$ cat src/design/cmtmr_pkg.sv
// Constants, types and helpers shared by the compact timer core.
package cmtmr_pkg;

	localparam int CNT_W = 10;
	localparam int CMP_P_W = 3;

	// Selectors of the byte access port.
	localparam logic [1:0] SEL_COUNT_LOW = 2'h0;
	localparam logic [1:0] SEL_COUNT_HIGH = 2'h1;
	localparam logic [1:0] SEL_CMPA_LOW = 2'h2;
	localparam logic [1:0] SEL_CMPA_HIGH = 2'h3;

	// Codes of the clock select field.
	localparam logic [2:0] CKS_SYS4 = 3'h0;
	localparam logic [2:0] CKS_SYS = 3'h1;
	localparam logic [2:0] CKS_H16 = 3'h2;
	localparam logic [2:0] CKS_H64 = 3'h3;
	localparam logic [2:0] CKS_SUB0 = 3'h4;
	localparam logic [2:0] CKS_SUB1 = 3'h5;
	localparam logic [2:0] CKS_EXT_RISE = 3'h6;
	localparam logic [2:0] CKS_EXT_FALL = 3'h7;

	// Prescaler terminal values.
	localparam logic [1:0] SYS_DIV_LAST = 2'h3;
	localparam logic [5:0] H_DIV16_MASK = 6'h0F;
	localparam logic [5:0] H_DIV64_MASK = 6'h3F;

	// Pin function codes, compare match mode and PWM mode.
	localparam logic [1:0] PIN_NONE = 2'h0;
	localparam logic [1:0] PIN_LOW = 2'h1;
	localparam logic [1:0] PIN_HIGH = 2'h2;
	localparam logic [1:0] PIN_TOGGLE = 2'h3;
	localparam logic [1:0] PWM_INACTIVE = 2'h0;
	localparam logic [1:0] PWM_ACTIVE = 2'h1;
	localparam logic [1:0] PWM_RUN = 2'h2;

	// Capture edge select codes.
	localparam logic [1:0] CAP_RISE = 2'h0;
	localparam logic [1:0] CAP_FALL = 2'h1;
	localparam logic [1:0] CAP_BOTH = 2'h2;

	// Values after reset.
	localparam logic [9:0] COUNT_RST = 10'h000;
	localparam logic [9:0] CMPA_RST = 10'h000;
	localparam logic [7:0] BUF_RST = 8'h00;
	localparam logic [1:0] SYS_DIV_RST = 2'h0;
	localparam logic [5:0] H_DIV_RST = 6'h00;

	typedef enum logic [1:0] {
		MODE_CMP = 2'h0,
		MODE_UNDEF = 2'h1,
		MODE_PWM = 2'h2,
		MODE_TIMER = 2'h3
	} cmtmr_mode_t;

	typedef struct packed {
		logic pause;
		logic [2:0] clock_select_field;
		logic timer_on_bit;
		logic [2:0] comparator_p_value;
		cmtmr_mode_t mode;
		logic [1:0] pin_func;
		logic out_init;
		logic polarity;
		logic duty_period_sel;
		logic clear_on_a;
	} cmtmr_ctrl_t;

	typedef struct packed {
		logic wr;
		logic rd;
		logic [1:0] sel;
		logic [7:0] wdata;
	} cmtmr_acc_t;

	// Span of comparator P in counter clocks; zero stands for a full wrap.
	function automatic logic [10:0] p_span(input logic [2:0] p);
		p_span = (p == 3'h0) ? 11'h400 : {1'b0, p, 7'h00};
	endfunction

endpackage

$ cat src/design/cmtmr_pin_sync.sv
// Two-stage synchroniser with rising and falling edge pulses for one pin.
`timescale 1ns/1ps
module cmtmr_pin_sync (
	input wire logic ref_clk,
	input wire logic reset,
	input wire logic clk_en,
	input wire logic pin,
	output logic rise,
	output logic fall
);
	import cmtmr_pkg::*;

	logic [2:0] sh_reg;
	logic [2:0] sh_next;

	always_comb
	begin
		sh_next = sh_reg;
		if (clk_en)
			sh_next = {sh_reg[1:0], pin}; // see [RULE21]
	end

	always_ff @(posedge ref_clk or posedge reset)
	begin
		if (reset)
			sh_reg <= 3'h0;
		else
			sh_reg <= sh_next;
	end

	// Edges are taken only from the settled stages, never from the first one.
	assign rise = clk_en & sh_reg[1] & ~sh_reg[2];
	assign fall = clk_en & ~sh_reg[1] & sh_reg[2];

	chk_sync_rise_delay: assert property (@(posedge ref_clk) disable iff (reset) // see [RULE21]
		rise && $past(clk_en) && $past(clk_en, 2) && $past(clk_en, 3)
		|-> $past(pin, 2) && !$past(pin, 3))
		else $error("Rising edge pulse does not follow the pin by two cycles.");

endmodule

$ cat src/design/cmtmr_byte_port.sv
// Byte access port with the shared low-byte buffer for counter and comparator A.
`timescale 1ns/1ps
module cmtmr_byte_port (
	input wire logic ref_clk,
	input wire logic reset,
	input wire logic clk_en,
	input cmtmr_pkg::cmtmr_acc_t acc,
	input wire logic [9:0] count_value,
	output logic [9:0] cmp_a_value,
	output logic [7:0] rdata
);
	import cmtmr_pkg::*;

	logic [7:0] buf_reg;
	logic [7:0] buf_next;
	logic [9:0] cmpa_reg;
	logic [9:0] cmpa_next;
	logic [7:0] rdata_reg;
	logic [7:0] rdata_next;

	always_comb
	begin
		buf_next = buf_reg;
		cmpa_next = cmpa_reg;
		rdata_next = rdata_reg;
		if (clk_en && acc.wr)
		begin
			unique case (acc.sel)
				SEL_CMPA_LOW: buf_next = acc.wdata; // see [RULE10]
				SEL_CMPA_HIGH: cmpa_next = {acc.wdata[1:0], buf_reg}; // see [RULE11]
				SEL_COUNT_LOW, SEL_COUNT_HIGH: ;
			endcase
		end
		else if (clk_en && acc.rd)
		begin
			unique case (acc.sel)
				SEL_COUNT_HIGH:
				begin
					rdata_next = {6'h00, count_value[9:8]}; // see [RULE12]
					buf_next = count_value[7:0];
				end
				SEL_CMPA_HIGH:
				begin
					rdata_next = {6'h00, cmpa_reg[9:8]}; // see [RULE12]
					buf_next = cmpa_reg[7:0];
				end
				SEL_COUNT_LOW, SEL_CMPA_LOW: rdata_next = buf_reg; // see [RULE13]
			endcase
		end
	end

	always_ff @(posedge ref_clk or posedge reset)
	begin
		if (reset)
		begin
			buf_reg <= BUF_RST;
			cmpa_reg <= CMPA_RST;
			rdata_reg <= 8'h00;
		end
		else
		begin
			buf_reg <= buf_next;
			cmpa_reg <= cmpa_next;
			rdata_reg <= rdata_next;
		end
	end

	assign cmp_a_value = cmpa_reg;
	assign rdata = rdata_reg;

	chk_low_write_buffered: assert property (@(posedge ref_clk) disable iff (reset) // see [RULE10]
		clk_en && acc.wr && acc.sel == SEL_CMPA_LOW
		|=> cmpa_reg == $past(cmpa_reg) && buf_reg == $past(acc.wdata))
		else $error("Low byte write reached the comparator value.");

	chk_high_write_joins: assert property (@(posedge ref_clk) disable iff (reset) // see [RULE11]
		clk_en && acc.wr && acc.sel == SEL_CMPA_HIGH
		|=> cmpa_reg == {$past(acc.wdata[1:0]), $past(buf_reg)})
		else $error("High byte write did not join the buffered low byte.");

	chk_high_read_latch: assert property (@(posedge ref_clk) disable iff (reset) // see [RULE12]
		clk_en && !acc.wr && acc.rd && acc.sel == SEL_COUNT_HIGH
		|=> rdata_reg == {6'h00, $past(count_value[9:8])} && buf_reg == $past(count_value[7:0]))
		else $error("Counter high byte read did not latch the low byte.");

	chk_low_read_buffer: assert property (@(posedge ref_clk) disable iff (reset) // see [RULE13]
		clk_en && !acc.wr && acc.rd && (acc.sel == SEL_COUNT_LOW || acc.sel == SEL_CMPA_LOW)
		|=> rdata_reg == $past(buf_reg))
		else $error("Low byte read did not return the buffer.");

endmodule

$ cat src/design/cmtmr_core.sv
// Compact timer core: counter, comparators A and P, clock select and output pin.
// Function
// [RULE1] Separate interrupt pulses for comparator A match and comparator P match.
// [RULE2] A match may clear the counter and change the output pin.
// [RULE3] Three-bit field selects system, high, subsidiary or external pin clock.
// [RULE4] External pin clock counts on its rising or falling edge.
// [RULE5] Capture input reacts to rising, falling or both edges.
// [RULE6] In single pulse mode the external clock pin acts as a trigger.
// [RULE7] Compare match mode drives the pin high, low or toggles it.
// [RULE8] PWM mode puts its waveform on the same output pin.
// [RULE9] High bytes are direct; low bytes pass through an 8-bit buffer.
// [RULE10] Comparator A low byte write only fills the buffer.
// [RULE11] Comparator A high byte write also copies the buffer into low byte.
// [RULE12] High byte read returns it and latches the live low byte.
// [RULE13] Low byte read returns the buffer, not the live value.
// [RULE14] Software writes low then high, and reads high then low.
// [RULE15] Three modes: compare match output, timer/event counter, PWM output.
// [RULE16] PWM is edge aligned with either duty or period adjustable.
// [RULE17] Software sets pin sharing and input direction before use.
// [RULE18] A match is the counter equal to the comparator value.
// [RULE19] 10-bit up-counter; P checks top three bits, A all ten.
// [RULE20] Counter clears on enable rise, overflow or selected comparator match.
// [RULE21] Pin inputs are synchronised before edge detection.
`timescale 1ns/1ps
module cmtmr_core (
	input wire logic ref_clk,
	input wire logic reset,
	input wire logic clk_en,
	input wire logic fh_tick,
	input wire logic fsub_tick,
	input cmtmr_pkg::cmtmr_ctrl_t ctrl,
	input cmtmr_pkg::cmtmr_acc_t acc,
	output logic [7:0] reg_rdata,
	input wire logic ext_clock_pin,
	input wire logic capture_input_pin,
	input wire logic [1:0] capture_edge_select,
	input wire logic single_pulse_mode,
	output logic timer_output_pin,
	output logic irq_cmp_a,
	output logic irq_cmp_p,
	output logic capture_event,
	output logic [9:0] capture_value,
	output logic ext_trigger
);
	import cmtmr_pkg::*;

	logic ext_rise;
	logic ext_fall;
	logic cap_rise;
	logic cap_fall;
	logic [9:0] cmp_a_value;
	logic [1:0] sys_div_reg;
	logic [1:0] sys_div_next;
	logic [5:0] h_div_reg;
	logic [5:0] h_div_next;
	logic on_prev_reg;
	logic on_prev_next;
	logic [9:0] count_reg;
	logic [9:0] count_next;
	logic level_reg;
	logic level_next;
	logic pin_reg;
	logic pin_next;
	logic irq_a_reg;
	logic irq_a_next;
	logic irq_p_reg;
	logic irq_p_next;
	logic cap_ev_reg;
	logic cap_ev_next;
	logic [9:0] cap_val_reg;
	logic [9:0] cap_val_next;
	logic trig_reg;
	logic trig_next;
	logic on_rise;
	logic run;
	logic src;
	logic tick;
	logic ext_edge;
	logic cap_edge;
	logic [9:0] count_inc;
	logic p_match;
	logic a_match;
	logic clear_on_a;
	logic clear_now;
	logic [10:0] duty_span;
	logic pwm_active;

	cmtmr_pin_sync ext_sync (
		.ref_clk(ref_clk),
		.reset(reset),
		.clk_en(clk_en),
		.pin(ext_clock_pin),
		.rise(ext_rise),
		.fall(ext_fall)
	);

	cmtmr_pin_sync cap_sync (
		.ref_clk(ref_clk),
		.reset(reset),
		.clk_en(clk_en),
		.pin(capture_input_pin),
		.rise(cap_rise),
		.fall(cap_fall)
	);

	// Counter and comparator A are reached byte-wise through one buffer.
	cmtmr_byte_port byte_port (
		.ref_clk(ref_clk),
		.reset(reset),
		.clk_en(clk_en),
		.acc(acc),
		.count_value(count_reg),
		.cmp_a_value(cmp_a_value),
		.rdata(reg_rdata)
	); // see [RULE9]

	assign on_rise = clk_en & ctrl.timer_on_bit & ~on_prev_reg;
	assign run = clk_en & ctrl.timer_on_bit & ~ctrl.pause;
	assign ext_edge = (ctrl.clock_select_field == CKS_EXT_FALL) ? ext_fall : ext_rise; // see [RULE4]

	always_comb
	begin
		unique case (ctrl.clock_select_field) // see [RULE3]
			CKS_SYS4: src = (sys_div_reg == SYS_DIV_LAST);
			CKS_SYS: src = 1'b1;
			CKS_H16: src = fh_tick & ((h_div_reg & H_DIV16_MASK) == H_DIV16_MASK);
			CKS_H64: src = fh_tick & ((h_div_reg & H_DIV64_MASK) == H_DIV64_MASK);
			CKS_SUB0, CKS_SUB1: src = fsub_tick;
			CKS_EXT_RISE: src = ext_rise & ~single_pulse_mode; // see [RULE4] [RULE6]
			CKS_EXT_FALL: src = ext_fall & ~single_pulse_mode; // see [RULE4] [RULE6]
		endcase
	end

	assign tick = run & src & ~on_rise;
	assign count_inc = count_reg + 10'h001;

	// A match is flagged on the tick that brings the counter to the compare value.
	assign p_match = tick & (count_inc[9:7] == ctrl.comparator_p_value)
		& (count_inc[6:0] == 7'h00); // see [RULE18] [RULE19]
	assign a_match = tick & (count_inc == cmp_a_value); // see [RULE18] [RULE19]

	// In PWM mode the period comparator always clears the counter.
	assign clear_on_a = (ctrl.mode == MODE_PWM) ? ctrl.duty_period_sel : ctrl.clear_on_a; // see [RULE16]
	assign clear_now = clear_on_a ? a_match : p_match; // see [RULE2]

	assign duty_span = ctrl.duty_period_sel ? p_span(ctrl.comparator_p_value)
		: {1'b0, cmp_a_value}; // see [RULE16]
	assign pwm_active = ({1'b0, count_reg} < duty_span);

	always_comb
	begin
		sys_div_next = sys_div_reg;
		h_div_next = h_div_reg;
		on_prev_next = on_prev_reg;
		count_next = count_reg;
		if (clk_en)
		begin
			on_prev_next = ctrl.timer_on_bit;
			if (fh_tick)
				h_div_next = h_div_reg + 6'h01;
			if (on_rise)
			begin
				count_next = COUNT_RST; // see [RULE20]
				sys_div_next = SYS_DIV_RST;
			end
			else if (run)
			begin
				sys_div_next = sys_div_reg + 2'h1;
				// Overflow clears through the natural wrap of the increment.
				if (tick)
					count_next = clear_now ? COUNT_RST : count_inc; // see [RULE20] [RULE2]
			end
		end
	end

	always_ff @(posedge ref_clk or posedge reset)
	begin
		if (reset)
		begin
			sys_div_reg <= SYS_DIV_RST;
			h_div_reg <= H_DIV_RST;
			on_prev_reg <= 1'b0;
			count_reg <= COUNT_RST;
		end
		else
		begin
			sys_div_reg <= sys_div_next;
			h_div_reg <= h_div_next;
			on_prev_reg <= on_prev_next;
			count_reg <= count_next;
		end
	end

	always_comb
	begin
		level_next = level_reg;
		if (clk_en)
		begin
			unique case (ctrl.mode) // see [RULE15]
				MODE_CMP:
				begin
					if (on_rise)
						level_next = ctrl.out_init;
					else if (a_match)
					begin
						unique case (ctrl.pin_func) // see [RULE7] [RULE2]
							PIN_NONE: level_next = level_reg;
							PIN_LOW: level_next = 1'b0;
							PIN_HIGH: level_next = 1'b1;
							PIN_TOGGLE: level_next = ~level_reg;
						endcase
					end
				end
				MODE_PWM:
				begin
					if (on_rise)
						level_next = ctrl.out_init;
					else if (ctrl.timer_on_bit)
					begin
						unique case (ctrl.pin_func) // see [RULE8]
							PWM_INACTIVE: level_next = ~ctrl.out_init;
							PWM_ACTIVE: level_next = ctrl.out_init;
							PWM_RUN: level_next = pwm_active ? ctrl.out_init : ~ctrl.out_init;
							default: level_next = level_reg;
						endcase
					end
				end
				default: level_next = level_reg;
			endcase
		end
		pin_next = clk_en ? (level_next ^ ctrl.polarity) : pin_reg;
	end

	always_ff @(posedge ref_clk or posedge reset)
	begin
		if (reset)
		begin
			level_reg <= 1'b0;
			pin_reg <= 1'b0;
		end
		else
		begin
			level_reg <= level_next;
			pin_reg <= pin_next;
		end
	end

	always_comb
	begin
		unique case (capture_edge_select) // see [RULE5]
			CAP_RISE: cap_edge = cap_rise;
			CAP_FALL: cap_edge = cap_fall;
			CAP_BOTH: cap_edge = cap_rise | cap_fall;
			default: cap_edge = 1'b0;
		endcase
		irq_a_next = clk_en ? a_match : irq_a_reg; // see [RULE1]
		irq_p_next = clk_en ? p_match : irq_p_reg; // see [RULE1]
		cap_ev_next = clk_en ? cap_edge : cap_ev_reg;
		cap_val_next = (clk_en && cap_edge) ? count_reg : cap_val_reg;
		trig_next = clk_en ? (single_pulse_mode & ext_edge) : trig_reg; // see [RULE6]
	end

	always_ff @(posedge ref_clk or posedge reset)
	begin
		if (reset)
		begin
			irq_a_reg <= 1'b0;
			irq_p_reg <= 1'b0;
			cap_ev_reg <= 1'b0;
			cap_val_reg <= COUNT_RST;
			trig_reg <= 1'b0;
		end
		else
		begin
			irq_a_reg <= irq_a_next;
			irq_p_reg <= irq_p_next;
			cap_ev_reg <= cap_ev_next;
			cap_val_reg <= cap_val_next;
			trig_reg <= trig_next;
		end
	end

	assign timer_output_pin = pin_reg;
	assign irq_cmp_a = irq_a_reg;
	assign irq_cmp_p = irq_p_reg;
	assign capture_event = cap_ev_reg;
	assign capture_value = cap_val_reg;
	assign ext_trigger = trig_reg;

	chk_irq_a_match: assert property (@(posedge ref_clk) disable iff (reset) // see [RULE1]
		run && !on_rise && src && count_reg + 10'h001 == cmp_a_value |=> irq_cmp_a)
		else $error("Comparator A match gave no interrupt.");

	chk_irq_p_top: assert property (@(posedge ref_clk) disable iff (reset) // see [RULE19]
		clk_en ##1 irq_cmp_p |-> $past(count_reg[6:0]) == 7'h7F
		&& $past(count_reg[9:7]) + 3'h1 == $past(ctrl.comparator_p_value))
		else $error("Comparator P interrupt without a top-bit match.");

	chk_on_clear: assert property (@(posedge ref_clk) disable iff (reset) // see [RULE20]
		clk_en && ctrl.timer_on_bit && !on_prev_reg |=> count_reg == 10'h000)
		else $error("Counter not cleared when the timer was switched on.");

	chk_pause_hold: assert property (@(posedge ref_clk) disable iff (reset) // see [RULE20]
		clk_en && on_prev_reg && ctrl.pause |=> $stable(count_reg))
		else $error("Counter moved while paused.");

	chk_clear_select: assert property (@(posedge ref_clk) disable iff (reset) // see [RULE2]
		p_match && !clear_on_a |=> count_reg == 10'h000)
		else $error("Comparator P match did not clear the counter.");

	chk_toggle_pin: assert property (@(posedge ref_clk) disable iff (reset) // see [RULE7]
		ctrl.mode == MODE_CMP && ctrl.pin_func == PIN_TOGGLE && a_match
		|=> level_reg != $past(level_reg) ##1 1'b1)
		else $error("Toggle on comparator A match did not flip the pin.");

	chk_pwm_level: assert property (@(posedge ref_clk) disable iff (reset) // see [RULE8]
		clk_en && ctrl.mode == MODE_PWM && ctrl.pin_func == PWM_RUN
		&& on_prev_reg && ctrl.timer_on_bit
		|=> timer_output_pin == (($past(pwm_active) ? $past(ctrl.out_init)
		: !$past(ctrl.out_init)) ^ $past(ctrl.polarity)))
		else $error("PWM pin does not follow duty compare.");

	chk_ext_edge_count: assert property (@(posedge ref_clk) disable iff (reset) // see [RULE4]
		run && !on_rise && !single_pulse_mode && ctrl.clock_select_field == CKS_EXT_FALL
		&& ext_fall |=> count_reg != $past(count_reg) || count_reg == 10'h000)
		else $error("External falling edge was not counted.");

	chk_capture_both: assert property (@(posedge ref_clk) disable iff (reset) // see [RULE5]
		clk_en && capture_edge_select == CAP_BOTH && (cap_rise || cap_fall)
		|=> capture_event && capture_value == $past(count_reg))
		else $error("Capture edge missed in both-edge mode.");

endmodule

$ cat config.mk
export PLATFORM = sky130hd
export DESIGN_NAME = cmtmr_core
export DESIGN_NICKNAME = d
export VERILOG_FILES = /design/src/design/cmtmr_pkg.sv /design/src/design/cmtmr_pin_sync.sv /design/src/design/cmtmr_byte_port.sv /design/src/design/cmtmr_core.sv
export SDC_FILE = /design/constraint.sdc
export NUM_CORES = 1
export LEC_CHECK = 0
export ABC_AREA = 1
export BUFFER_PORTS_ARGS = -buffer_cell sky130_fd_sc_hd__buf_2
export CORE_MARGIN = 4
export CORE_UTILIZATION = 57
export CTS_BUF_LIST = sky130_fd_sc_hd__clkbuf_8 sky130_fd_sc_hd__clkbuf_16
export CTS_CLUSTER_DIAMETER = 100
export DETAILED_ROUTE_END_ITERATION = 7
export HOLD_SLACK_MARGIN = 0.08
export PLACE_DENSITY = 0.81
export REMOVE_ABC_BUFFERS = 1
export SLEW_MARGIN = 30
export SYNTH_ARGS = -nofsm -noshare
export SYNTH_HDL_FRONTEND = slang
export SYNTH_HIERARCHICAL = 1
export SYNTH_SLANG_ARGS = --single-unit
$ cat constraint.sdc
create_clock -name ref_clk -period 2.7 [get_ports ref_clk]
set_clock_uncertainty 0.15 [all_clocks]
set_input_delay 0.405 -clock ref_clk [delete_from_list [all_inputs] [get_ports ref_clk]]
set_output_delay 0.405 -clock ref_clk [all_outputs]
set_load 0.02 [all_outputs]
# [After elaboration in Yosys (flattened, before gate mapping)]
# Index checks and enable logic that the tools add are counted.
[classes] addsub=3 n_lt_le_gt_ge=1 n_eq_ne=22 n_mux=27 bitwise_logic=34 n_reduce_logical=22
[op_table] operator="10-bit two-way mux" count=4
[op_table] operator="8-bit two-way mux" count=3
[op_table] operator="8-bit case mux with 3 select lines" count=1
[op_table] operator="11-bit two-way mux" count=2
[op_table] operator="1-bit bitwise AND" count=21
[op_table] operator="8-bit case mux with 2 select lines" count=1
[op_table] operator="2-bit equality test (second input constant)" count=7
[op_table] operator="3-bit equality test (second input constant)" count=4
[op_table] operator="10-bit by 11-bit < comparator with 1-bit output" count=1
[op_table] operator="1-bit inverter" count=11
[op_table] operator="10-bit by 1-bit adder with 10-bit output (second input constant)" count=1
[op_table] operator="10-bit equality test" count=1
[op_table] operator="1-bit two-way mux" count=9
[op_table] operator="2-bit zero test" count=4
[op_table] operator="2-bit AND reduction" count=4
[op_table] operator="7-bit zero test" count=1
[op_table] operator="1-bit case mux with 7 select lines" count=1
[op_table] operator="6-bit by 1-bit adder with 6-bit output (second input constant)" count=1
[op_table] operator="2-bit by 1-bit equality test with 1-bit output (second input constant)" count=3
[op_table] operator="3-bit by 2-bit equality test with 1-bit output (second input constant)" count=2
[op_table] operator="6-bit equality test (second input constant)" count=1
[op_table] operator="3-bit zero test" count=2
[op_table] operator="1-bit case mux with 3 select lines" count=2
[op_table] operator="3-bit AND reduction" count=2
[op_table] operator="14 further kinds" count=20
[word_totals] regBits=67 inputBits=38

# [Logic depth before layout (Yosys ltp)]
# Gate-level depths: netlist (run 1).
[logic_depth] ltp_word=14 ltp_mapped=20 depth_no_buf=20

# [Hierarchy]
# The synthesis (run 1) kept the hierarchy.
[by_module_without_submodules] module="cmtmr_core" instances=1 cells_per_inst=348 area_per_inst_um2=2424.8 seq_area_each_um2=875.8
[by_module_without_submodules] module="cmtmr_byte_port" instances=1 cells_per_inst=180 area_per_inst_um2=1312.5 seq_area_each_um2=650.6
[by_module_without_submodules] module="cmtmr_pin_sync" instances=2 cells_per_inst=17 area_per_inst_um2=127.6 seq_area_each_um2=75.1

# [Least setup slack after synthesis (run 1)]
# Ideal clock, no wire load.
[synth_path] kind="input port to flip-flop" from="in ctrl[1] in the netlist's numbering" to="reg pin_reg (netlist: timer_output_pin)" setup_ns=0.117 t_arrival_ns=2.077 t_required_ns=2.433 setup_slack_ns=0.356 path_stages=17 path_cell_list="clkbuf_1 -> inv_1 -> nand2_1 -> ha_1 -> a21o_1 -> nor2_1 -> nor2_1 -> nor2_1 -> nand3_1 -> nand3_1 -> nand3_1 -> a21oi_1 -> nand2_1 -> nand2_2 -> nand3_1 -> nand3_1 -> nand2_1"
[synth_via] elab_chain_len=9
[synth_rtl] item="start: declaration" line_no="cmtmr_core.sv:31" rtl="input cmtmr_pkg::cmtmr_ctrl_t ctrl,"
[synth_rtl] item="11-bit two-way mux" line_no="cmtmr_core.sv:146" rtl="assign duty_span = ctrl.duty_period_sel ? p_span(ctrl.comparator_p_value)"
[synth_rtl] item="10-bit by 11-bit < comparator with 1-bit output" line_no="cmtmr_core.sv:148" rtl="assign pwm_active = ({1'b0, count_reg} < duty_span);"
[synth_rtl] item="1-bit two-way mux" line_no="cmtmr_core.sv:223" rtl="PWM_RUN: level_next = pwm_active ? ctrl.out_init : ~ctrl.out_init;"
[synth_rtl] item="1-bit case mux with 3 select lines" line_no="cmtmr_core.sv:220" rtl="unique case (ctrl.pin_func)"
[synth_rtl] item="1-bit two-way mux" line_no="cmtmr_core.sv:218" rtl="else if (ctrl.timer_on_bit)"
[synth_rtl] item="1-bit two-way mux" line_no="cmtmr_core.sv:216" rtl="if (on_rise)"
[synth_rtl] item="1-bit case mux with 2 select lines" line_no="cmtmr_core.sv:199" rtl="unique case (ctrl.mode)"
[synth_rtl] item="1-bit two-way mux" line_no="cmtmr_core.sv:197" rtl="if (clk_en)"
[synth_rtl] item="1-bit bitwise XOR" line_no="cmtmr_core.sv:231" rtl="pin_next = clk_en ? (level_next ^ ctrl.polarity) : pin_reg;"
[synth_rtl] item="end signal: assignment" line_no="cmtmr_core.sv:244" rtl="pin_reg <= pin_next;"
[synth_rtl] item="end: declaration" line_no="cmtmr_core.sv:62" rtl="logic pin_reg;"
# Every way passes these cells.
# A chain may end at the register's enable or synchronous reset.

# [Final worst setup path (run 1)]
[layout_path] from="reg count_reg[0]" to="reg count_reg[0]"
[layout_via] elab_chain_len=9 word_cells_on_any_way=12 classes_between="add/sub: 1; eq/ne: 2; mux: 5; bitwise: 3; reduce/logical: 1"
[layout_rtl] item="start: declaration" line_no="cmtmr_core.sv:58" rtl="logic [9:0] count_reg;"
[layout_rtl] item="start signal: assignment" line_no="cmtmr_core.sv:190" rtl="count_reg <= count_next;"
[layout_rtl] item="10-bit by 1-bit adder with 10-bit output (*)" line_no="cmtmr_core.sv:135" rtl="assign count_inc = count_reg + 10'h001;"
[layout_rtl] item="3-bit equality test" line_no="cmtmr_core.sv:138" rtl="assign p_match = tick & (count_inc[9:7] == ctrl.comparator_p_value)"
[layout_rtl] item="1-bit bitwise AND" line_no="cmtmr_core.sv:138"
[layout_rtl] item="1-bit bitwise AND" line_no="cmtmr_core.sv:139" rtl="& (count_inc[6:0] == 7'h00);"
[layout_rtl] item="1-bit two-way mux" line_no="cmtmr_core.sv:144" rtl="assign clear_now = clear_on_a ? a_match : p_match;"
[layout_rtl] item="10-bit two-way mux (*)" line_no="cmtmr_core.sv:171" rtl="count_next = clear_now ? COUNT_RST : count_inc;"
[layout_rtl] item="10-bit two-way mux (*)" line_no="cmtmr_core.sv:170" rtl="if (tick)"
[layout_rtl] item="10-bit two-way mux (*)" line_no="cmtmr_core.sv:166" rtl="else if (run)"
[layout_rtl] item="10-bit two-way mux (*)" line_no="cmtmr_core.sv:161" rtl="if (on_rise)"
# Mark *: on every way between the ends. The rest lies on a longest branch, timed or not. The select of a mux whose other input is x is not followed.

==> impl_results.md, run 1 <==
- Maxcap violations: 0
- Crit path max-delay family: simple AND/OR/NAND/NOR gates
- H-tree depth: 3
- Clock Latency Late Sink: between 300 and 400 ps
- Worst stage delay on the critical path: 430 ps
- Final cycle utilization of the critical path: a little over nine tenths
- FF+latch count, synth: between 60 and 70
- Min Tclk post-route: between 2000 and 3000 ps
- Hold Fails Final Rpt: 0
- Crit-path cells: ha_2 > nand3_1 > inv_1 > nand2_1 > nand2_1 > nand3_1 > nor4_2 > nand4_1 > o211ai_4 > a21oi_1
- Largest net degree at the start of global routing: 27
- CTS root buffer: clkbuf_8
- Highest-count cells in the layout ignoring fill and taps: nand2_1, dfrtp_1, inv_1, buf_2, nand3_1
- Total power: roughly 3 mW
- Grt met1 use: between 30 and 40%
- Post-Syn Area: 0.00399 mm²
- Vias per cell: ~5.3
- NumNets Final: 684
- Post-Synthesis Cells: ~560
- Worst-margin pin slew: about 550 ps
- Power Dens Cells: between 600 and 700 mW/mm²
- Clk sinks: 67
- Final std cells w/o fill: about 730
- Proportion of layout cells with a drive suffix above 1: approximately 17%
- CTS tree: built
- GR peak layer: met2
- CP Launch Type: flip-flop
- CP Buf/Inv Count: 1
- Aggregate routed wire length: 9860 µm
- Worst Path Arrival: 2660 ps
- Max-slew violation count: 0
- Slowest cell on crit path: dfrtp_2
- Cell variety after synth: 32
- Initial Util: around three fifths
- VDD IR max: just under 400 µV
- CP Class: reg2reg
- Die H: roughly 92 µm
- Tot GR Track Use: around a quarter
- Commonest non-fill, non-tap cell in the layout: nand2_1
- Num ports: 61
- Max clock buf depth: 2
- Initial antenna violation count: 0
- Number of global-route vias before repair: about 3.6k
- Avg WL per Cell: approximately 13 µm
- CP Data Required Time: roughly 2800 ps
- Max Clk Rate: a little under 0.4 GHz
- Cell row count: 30
- Reg clk slew, reported paths: about 80 ps
- CTS buffer count: 9
- First-pass GRT wire length: around 16000 µm
- GRT overflow: 0
- HPWL Detailed: roughly 7400 µm
- CP endpoint kind: flip-flop
- Leakage: between 2 and 3 nW
- HP Class: in2reg
- Port Buffers: 60
- Yosys warns: 6
- Status: completed
- Routability cong.: roughly 0.91
- Core area: between 0.006 and 0.007 mm²
- Avg Cell Area, Syn: between 7 and 8 µm²
- Initial DRT Pass Iterations: 5
- Dpl cells: 715
- Final setup viols: 0
- GRT met3 Usage: roughly 5.3%
- Seq/Total Area, Yosys: 42.0%
- DIE AREA: ~0.0084 mm²
- Iteration-0 DRC Markers: roughly 190
- Drt drc: 0
- Largest fanout on the critical path: 6
- Rel. slew slack: 63.1%
- Routed Antenna Nets: 0
- GRT met2 Usage: 40.3%
- Diode count: 0
- Layout Area Growth over Synthesis: 17.5%
- Die width: between 90 and 100 µm
- Vias after detailed routing: just under 4k
[final cells by class]
class                   count  area [µm²]
fillers                   584        2100
inverters                  66         248
well taps                  96         120
flip-flops and latches     67        1680
clock buffers               9         124
multi-input cells         418        2040
repair buffers             71         385
clock inverters             7        91.3
[routing by layer]
metal	vias to the layer above	share of wire [%]	routed length, µm
met1	1780	45	4450
met5	-	0	0
met3	9	6.1	603
met2	128	47	4680
met4	0	1.3	127
li1	1946	-	-
[cells in the mapped netlist]
cell type / instances / share of area (%)
a211oi_1: 1 / 0.19
a21o_1: 2 / 0.38
a21oi_1: 12 / 1.5
a21oi_2: 1 / 0.22
and2_1: 2 / 0.31
buf_2: 5 / 0.63
buf_4: 3 / 0.56
clkbuf_1: 4 / 0.38
dfrtp_1: 67 / 42
ha_1: 13 / 4.1
inv_1: 63 / 5.9
inv_2: 3 / 0.28
mux2_2: 1 / 0.28
nand2_1: 211 / 20
nand2_2: 7 / 1.1
nand3_1: 55 / 6.9
nand3b_1: 6 / 1.1
nand4_1: 3 / 0.47
nor2_1: 29 / 2.7
nor2_2: 2 / 0.31
nor2_4: 3 / 0.85
nor3_1: 4 / 0.50
nor4_1: 3 / 0.47
o211ai_1: 2 / 0.38
o211ai_2: 1 / 0.31
o21ai_0: 45 / 5.6
o21ai_1: 3 / 0.38
o21ai_2: 1 / 0.22
o22ai_1: 1 / 0.16
or2_2: 1 / 0.16
xnor2_1: 2 / 0.44
xor2_1: 6 / 1.3
[power by group]
| group | total (mW) | switching [mW] | internal, mW |
|---|---|---|---|
| clock network | 0.921 | 0.404 | 0.518 |
| logic | 0.701 | 0.430 | 0.271 |
| registers | 1.32 | 0.151 | 1.17 |
[stage by stage]
stage | TNS [ps] | area [µm²] | util, % | hold WS (ps) | setup slack [ps]
floorplan | 0 | 3930 | - | 8.64 | 475
global placement | 0 | 4420 | 65.0 | 159 | 246
detailed placement | 0 | 4420 | 65.0 | 169 | 173
CTS | 0 | 4640 | 68.3 | 83.9 | 181
global route | -333 | 4690 | 69.1 | 91.4 | -51.5
finish | 0 | 4690 | 69.1 | 92.3 | 110
[cells by family after synthesis]
group                      synth area share [%]
adders and majority gates                  4.07
and+or+nand+nor                            34.8
AOI/OAI and AO/OA                          9.37
DFF                                        42.0
muxes                                     0.282
xor gates and xnor gates                   1.76
buffers and inverters                      7.77
[what timing repair did]
item,CTS,global route
setup endpoints to repair,0,11
endpoints found under the hold margin,42,0
gates resized for setup,0,7
hold buffers,1,0
setup buffers,0,1
[path summary, 6_finish.rpt]
kind / start / to / slack (ps) / depth (start not counted)
worst max-delay path: count_reg[0] / count_reg[0] / 110 / 10
worst min-delay path: ext_clock_pin / ext_sync/sh_reg[0] / 90 / 3
worst max register to register: count_reg[0] / count_reg[0] / 110 / 10
worst min register to register: capture_value[5] / capture_value[5] / 330 / 2
max in group asynchronous: reset / count_reg[0] / 1220 / 4
min in group asynchronous: reset / cap_sync/sh_reg[1] / 340 / 3
[tightest hold or removal path, stage by stage]
cell     delay, ps
buf_2           80
nand2_1         40
nand2_1         50
Power figures use the tool's default switching activity.
==> run 2, diff against run 1 <==
CORE_ASPECT_RATIO = 1.25   (was not set)
==> run 2 against run 1 <==
Effect of this change: sequential power about the same; non-clock buffer count decreased by 1; clock power decreased by 25%; critical endpoint is now count_reg[6]; largest cell class unchanged; largest power group unchanged.
==> impl_results.md, run 2 (same netlist as run 1, synthesis figures left out) <==
- Worst R2R End: count_reg[6]
- Cell row count: 33
- Drt drc: 0
- H-tree depth: 3
- Num ports: 61
- Worst-margin pin slew: between 500 and 600 ps
- P_sw: about 0.95 mW
- CP endpoint kind: flip-flop
- Power Internal: ~1.8 mW
- Initial antenna violation count: 0
- Routability cong.: around 0.94
- Routed Antenna Nets: 0
- Setup bufs post-CTS: 0
- Avg WL per Cell: 13.5 µm
- Commonest non-fill, non-tap cell in the layout: nand2_1
- Largest net degree at the start of global routing: 28
- Tot GR Track Use: approximately a quarter
- WHS Path Cells: 3
- Die H: about 100 µm
- Seq pwr share: 48.0%
- Min-delay src: capture_input_pin
- First-pass GRT wire length: ~17000 µm
- Final setup viols: 0
- CP Launch Point: count_reg[1]
- Register area: 0.00168 mm²
- HPWL Detailed: approximately 7600 µm
- Rel. slew slack: 65.7%
- Multi-input gate area: 0.00201 mm²
- Initial Util: 59.7%
- Combinational share of power: between 20% and 30%
- RSZ-0062 raised after global routing: false
- Power Dens Cells: ~590 mW/mm²
- Dpl cells: around 710
- DIE AREA: roughly 0.0084 mm²
- CTS tree: built
- Vias after detailed routing: between 3k and 4k
- Max clock buf depth: 2
- Worst reg-to-reg setup slack: 170 ps
- Vias per cell: ~5.3
- Min Tclk post-route: between 2000 and 3000 ps
- Filler cells: between 600 and 700
- NumNets Final: approximately 680
- Largest fanout on the critical path: 10
- Iteration-0 DRC Markers: about 270
- Final cycle utilization of the critical path: 93.6%
- Clock Latency Late Sink: about 350 ps
- HP Class: in2reg
- Clock power frac: roughly 26%
- CTS buffer count: 9
- Clk sinks: 67
- Switching Fraction: about a third
- Status: completed
- Reg clk slew, reported paths: approximately 70 ps
- Die width: ~83 µm
- Final std cells w/o fill: approximately 720
- CP Data Required Time: roughly 2800 ps
- Core area: between 0.006 and 0.007 mm²
- Worst Path Arrival: ~2600 ps
- Number of global-route vias before repair: approximately 3.7k
- Highest-count cells in the layout ignoring fill and taps: nand2_1, dfrtp_1, inv_1, buf_2, nand3_1
- Proportion of layout cells with a drive suffix above 1: between 10% and 20%
- Diode count: 0
- CTS root buffer: clkbuf_8
- Aggregate routed wire length: 9780 µm
- Maxcap violations: 0
- Port Buffers: 60
- Hold Fails Final Rpt: 0
- Worst R2R Path Depth: 10
- Max-slew violation count: 0
- CP Launch Type: flip-flop
- Hold EP: cap_sync/sh_reg[0]
- RR Startpoint: count_reg[1]
- Leakage: between 2 and 2.5 nW
- Layout Area Growth over Synthesis: 14.9%
- CP Class: reg2reg
- Max Clk Rate: between 0.3 and 0.4 GHz
- Setup_tns: 0 ps
- Initial DRT Pass Iterations: 4
- VDD IR max: ~360 µV
- GRT overflow: 0
## run 2: cell count changes in the layout (fill, tap and decap cells not counted), sizes merged
cell    change
bufinv      -2
buf         -1
o211ai      -1
clkinv      +2
## run 2: cell type report
class,count,area share [%]
clock inverter,7,0.791
sequential,67,36.6
timing repair buffer,70,8.24
inverter,66,5.40
multi-input combinational,417,43.9
tap,87,2.37
clock buffer,9,2.70
## run 2: stage by stage
| step | util, % | power, mW | hold WS, ps | instance area, µm² | setup WS (ps) |
|---|---|---|---|---|---|
| 6_report | 68.6 | 2.71 | 108 | 4590 | 172 |
| 5_1_grt | 68.6 | 2.90 | 119 | 4590 | 21.7 |
| 4_1_cts | 68.4 | 2.73 | 104 | 4580 | 160 |
| 3_5_place_dp | 65.9 | 2.03 | 172 | 4410 | 162 |
| 3_3_place_gp | 65.9 | 2.00 | 166 | 4410 | 239 |
| 2_1_floorplan | - | 1.78 | 8.64 | 3930 | 475 |
## run 2: power by group through the flow
stage,logic [mW],registers [mW],clock network (mW)
2_1_floorplan,0.436,1.34,0
3_3_place_gp,0.686,1.31,0
3_5_place_dp,0.710,1.32,0
4_1_cts,0.716,1.30,0.711
5_1_grt,0.817,1.33,0.755
6_report,0.714,1.30,0.695
## run 2: worst max-delay path, stage by stage (launching register included)
cell and delay (ps):
dfrtp_1 350, ha_1 260, nand3_1 130, inv_1 170, nand2_1 90, nand2_1 100, nand3_1 140, nor4_1 280
nand4_1 230, o211ai_4 360, o21ai_0 130
## run 2: what timing repair did
item                       4_1_cts  5_1_grt
hold buffers                     1        0
hold endpoints to repair        40        0
setup endpoints to repair        0        9
resized for setup                0        1
## run 2: per-layer routing
layer | vias to the layer above | global-route usage, % | wire length (µm)
li1 | 1934 | - | -
met1 | 1753 | 27.0 | 3940
met2 | 111 | 45.1 | 5020
met3 | 29 | 3.91 | 510
met4 | 0 | 12.6 | 306
met5 | - | 0 | 0
## run 2: worst max-delay path by stage
stage	cells after the start	slack, ps	to
floorplan	10	470	count_reg[1]
global placement	17	240	timer_output_pin
detailed placement	10	160	count_reg[2]
CTS	10	160	count_reg[2]
global route	10	20	count_reg[6]
finish	10	170	count_reg[6]
==> run 3, diff against run 2 <==
SYNTH_HIERARCHICAL = not set   (was 1)
==> run 3 against run 2 <==
Effect of this change: via count decreased by 2.6%; wire length increased by 3.4%; synthesized area decreased by 2.0%; critical path depth increased by 3; core utilization increased by 0.48 points; sequential share of layout area increased by 0.20 points; flip-flop and latch count unchanged; setup slack improved by 110 ps.
==> impl_results.md, run 3 <==
- CTS buffer count: 9
- Avg WL per Cell: around 15 µm
- Clock Latency Late Sink: roughly 350 ps
- Setup bufs post-CTS: 0
- CTS root buffer: clkbuf_8
- Status: completed
- Port Buffers: 60
- Top FF cell, synth: dfrtp_1
- Max Clk Rate: between 0.4 and 0.5 GHz
- Layout Area Growth over Synthesis: 16.6%
- Proportion of layout cells with a drive suffix above 1: about 18%
- Synth area leader: dfrtp_1
- Die H: between 100 and 150 µm
- Number of synthesized flops with an enable pin: 0
- Drt drc: 0
- Die width: about 82 µm
- HPWL Detailed: 7720 µm
- Vias per cell: roughly 5.5
- Initial antenna violation count: 0
- Cell row count: 33
- Routed Antenna Nets: 0
- Slowest cell on crit path: dfrtp_1
- Cell variety after synth: 35
- CTS tree: built
- Hold Fails Final Rpt: 0
- Yosys top cell area share: a little over two fifths
- Synth top cells by count: nand2_1, dfrtp_1, nand3_1
- Vias after detailed routing: between 3k and 4k
- Post-Syn Area: about 0.0039 mm²
- H-tree depth: 3
- Avg Cell Area, Syn: roughly 7.5 µm²
- Final worst slack: approximately 280 ps
- CP Class: reg2reg
- FF+latch count, synth: 67
- RR Startpoint: count_reg[0]
- Core area: 0.00661 mm²
- Filler cells: 576
- Iteration-0 DRC Markers: between 200 and 250
- Worst stage delay on the critical path: 390 ps
- DIE AREA: roughly 0.0083 mm²
- Main area contributors after synthesis: dfrtp_1, nand2_1, nand3_1
- CP Buf/Inv Count: 2
- Rel. slew slack: 51.9%
- Commonest non-fill, non-tap cell in the layout: nand2_1
- Tot GR Track Use: between 20% and 30%
- NumNets Final: 638
- HP Class: in2reg
- Maxcap violations: 0
- Final cycle utilization of the critical path: between 80% and 90%
- Final std cells w/o fill: 679
- Yosys warns: 0
- CP endpoint kind: flip-flop
- Crit-path cells: buf_4 > ha_1 > inv_1 > nand2_1 > nand4_1 > nor2_1 > nand3_1 > nor4_1 > nand3_1 > nand2_1 > o21ai_2 > nand2_4 > o22ai_1
- Dpl ws: between 100 and 150 ps
- First-pass GRT wire length: roughly 17000 µm
- Leakage: 2.42 nW
- Hold EP: cap_sync.sh_reg[0]
- Aggregate routed wire length: between 10000 and 15000 µm
- Ys async rst share: between 90% and 100%
- GRT overflow: 0
- Initial Util: 59.2%
- Post-Synthesis Cells: between 500 and 600
- Power Dens Cells: approximately 670 mW/mm²
- Clk sinks: between 60 and 70
- Cell with the most instances after synthesis: nand2_1
- Multi-input gate area: a little under 0.002 mm²
- Worst R2R End: count_reg[1]
- Largest net degree at the start of global routing: about 70
- RSZ-0062 raised after global routing: false
- Min-delay src: capture_input_pin
- Reg clk slew, reported paths: 80 ps
- Setup_tns: 0 ps
- Seq/Total Area, Yosys: between 40% and 50%
- Dpl cells: 662
- Worst Path Arrival: between 2000 and 2500 ps
- Register area: ~0.0017 mm²
- CP Data Required Time: approximately 2800 ps
- Total power: 3.06 mW
- Worst-margin pin slew: approximately 700 ps
- Num ports: 61
- Number of global-route vias before repair: approximately 3.6k
- Highest-count cells in the layout ignoring fill and taps: nand2_1, dfrtp_1, buf_2, nand3_1, inv_1
- WHS Path Cells: 3
- Min Tclk post-route: about 2400 ps
- Worst R2R Path Depth: 13
- CP Launch Type: flip-flop
- Max-slew violation count: 0
- Max clock buf depth: 2
- Largest fanout on the critical path: 8
- Routability cong.: around 0.92
- Final Core Density: between 60% and 70%
- Diode count: 0
- Crit path max-delay family: simple AND/OR/NAND/NOR gates
- Final setup viols: 0
- Initial DRT Pass Iterations: 5
- Worst reg-to-reg setup slack: ~280 ps
- VDD IR max: roughly 550 µV
[run 3: layout make-up]
cell class	count	share of cell area, %
well taps	87	2.39
flip-flops and latches	67	36.8
multi-input cells	385	43.4
clock inverters	6	1.40
repair buffers	70	8.56
inverters	54	4.44
clock buffers	10	3.02
[run 3: how the worst max path moves through the flow]
stage,startpoint,endpoint,slack (ps),cells past startpoint
finish,count_reg[0],count_reg[1],280,13
global route,count_reg[0],timer_output_pin,20,19
CTS,count_reg[0],count_reg[4],180,12
detailed placement,ctrl[1],timer_output_pin,110,19
global placement,ctrl[1],timer_output_pin,210,18
floorplan,reset,byte_port.buf_reg[0],460,1
[run 3: cells by family (layout without fill, tap and decap cells)]
group / after synthesis / count (layout) / synth area share, %
mux: 2 / 2 / 0.544
xor+xnor: 11 / 11 / 3.17
simple gates: 276 / 276 / 30.7
flops: 67 / 67 / 42.9
buf+inv: 68 / 140 / 6.65
fa+ha+maj: 13 / 13 / 4.16
compound gates: 83 / 83 / 11.9
[run 3: repair_timing]
item | CTS | global route
hold buffers | 1 | 0
gates resized for setup | 0 | 2
endpoints found under the hold margin | 67 | 0
setup endpoints to repair | 0 | 11
[run 3: power breakdown]
group	switching, mW	internal (mW)
combinational	0.515	0.311
clock	0.408	0.452
sequential	0.168	1.20
total	1.09	1.97
[run 3: per-layer routing]
metal / global-route usage [%] / wire length [µm] / share of wire [%]
met3: 3.58 / 358 / 3.5
met5: 0 / 0 / 0
met4: 12.1 / 336 / 3.3
met1: 32.0 / 4270 / 42
met2: 45.3 / 5140 / 51
[run 3: per-stage QoR]
| step | hold WS (ps) | area, µm² |
|---|---|---|
| floorplan | 289 | 3850 |
| global placement | 302 | 4340 |
| detailed placement | 311 | 4340 |
| CTS | 104 | 4560 |
| global route | 125 | 4560 |
| finish | 115 | 4560 |
[run 3: worst reg2reg max path, cell delays in order, from the launching register on]
cell and delay, ps:
dfrtp_1 390, buf_4 170, ha_1 300, inv_1 60, nand2_1 60, nand4_1 120
nor2_1 140, nand3_1 80, nor4_1 290, nand3_1 130, nand2_1 100, o21ai_2 90
nand2_4 140, o22ai_1 80
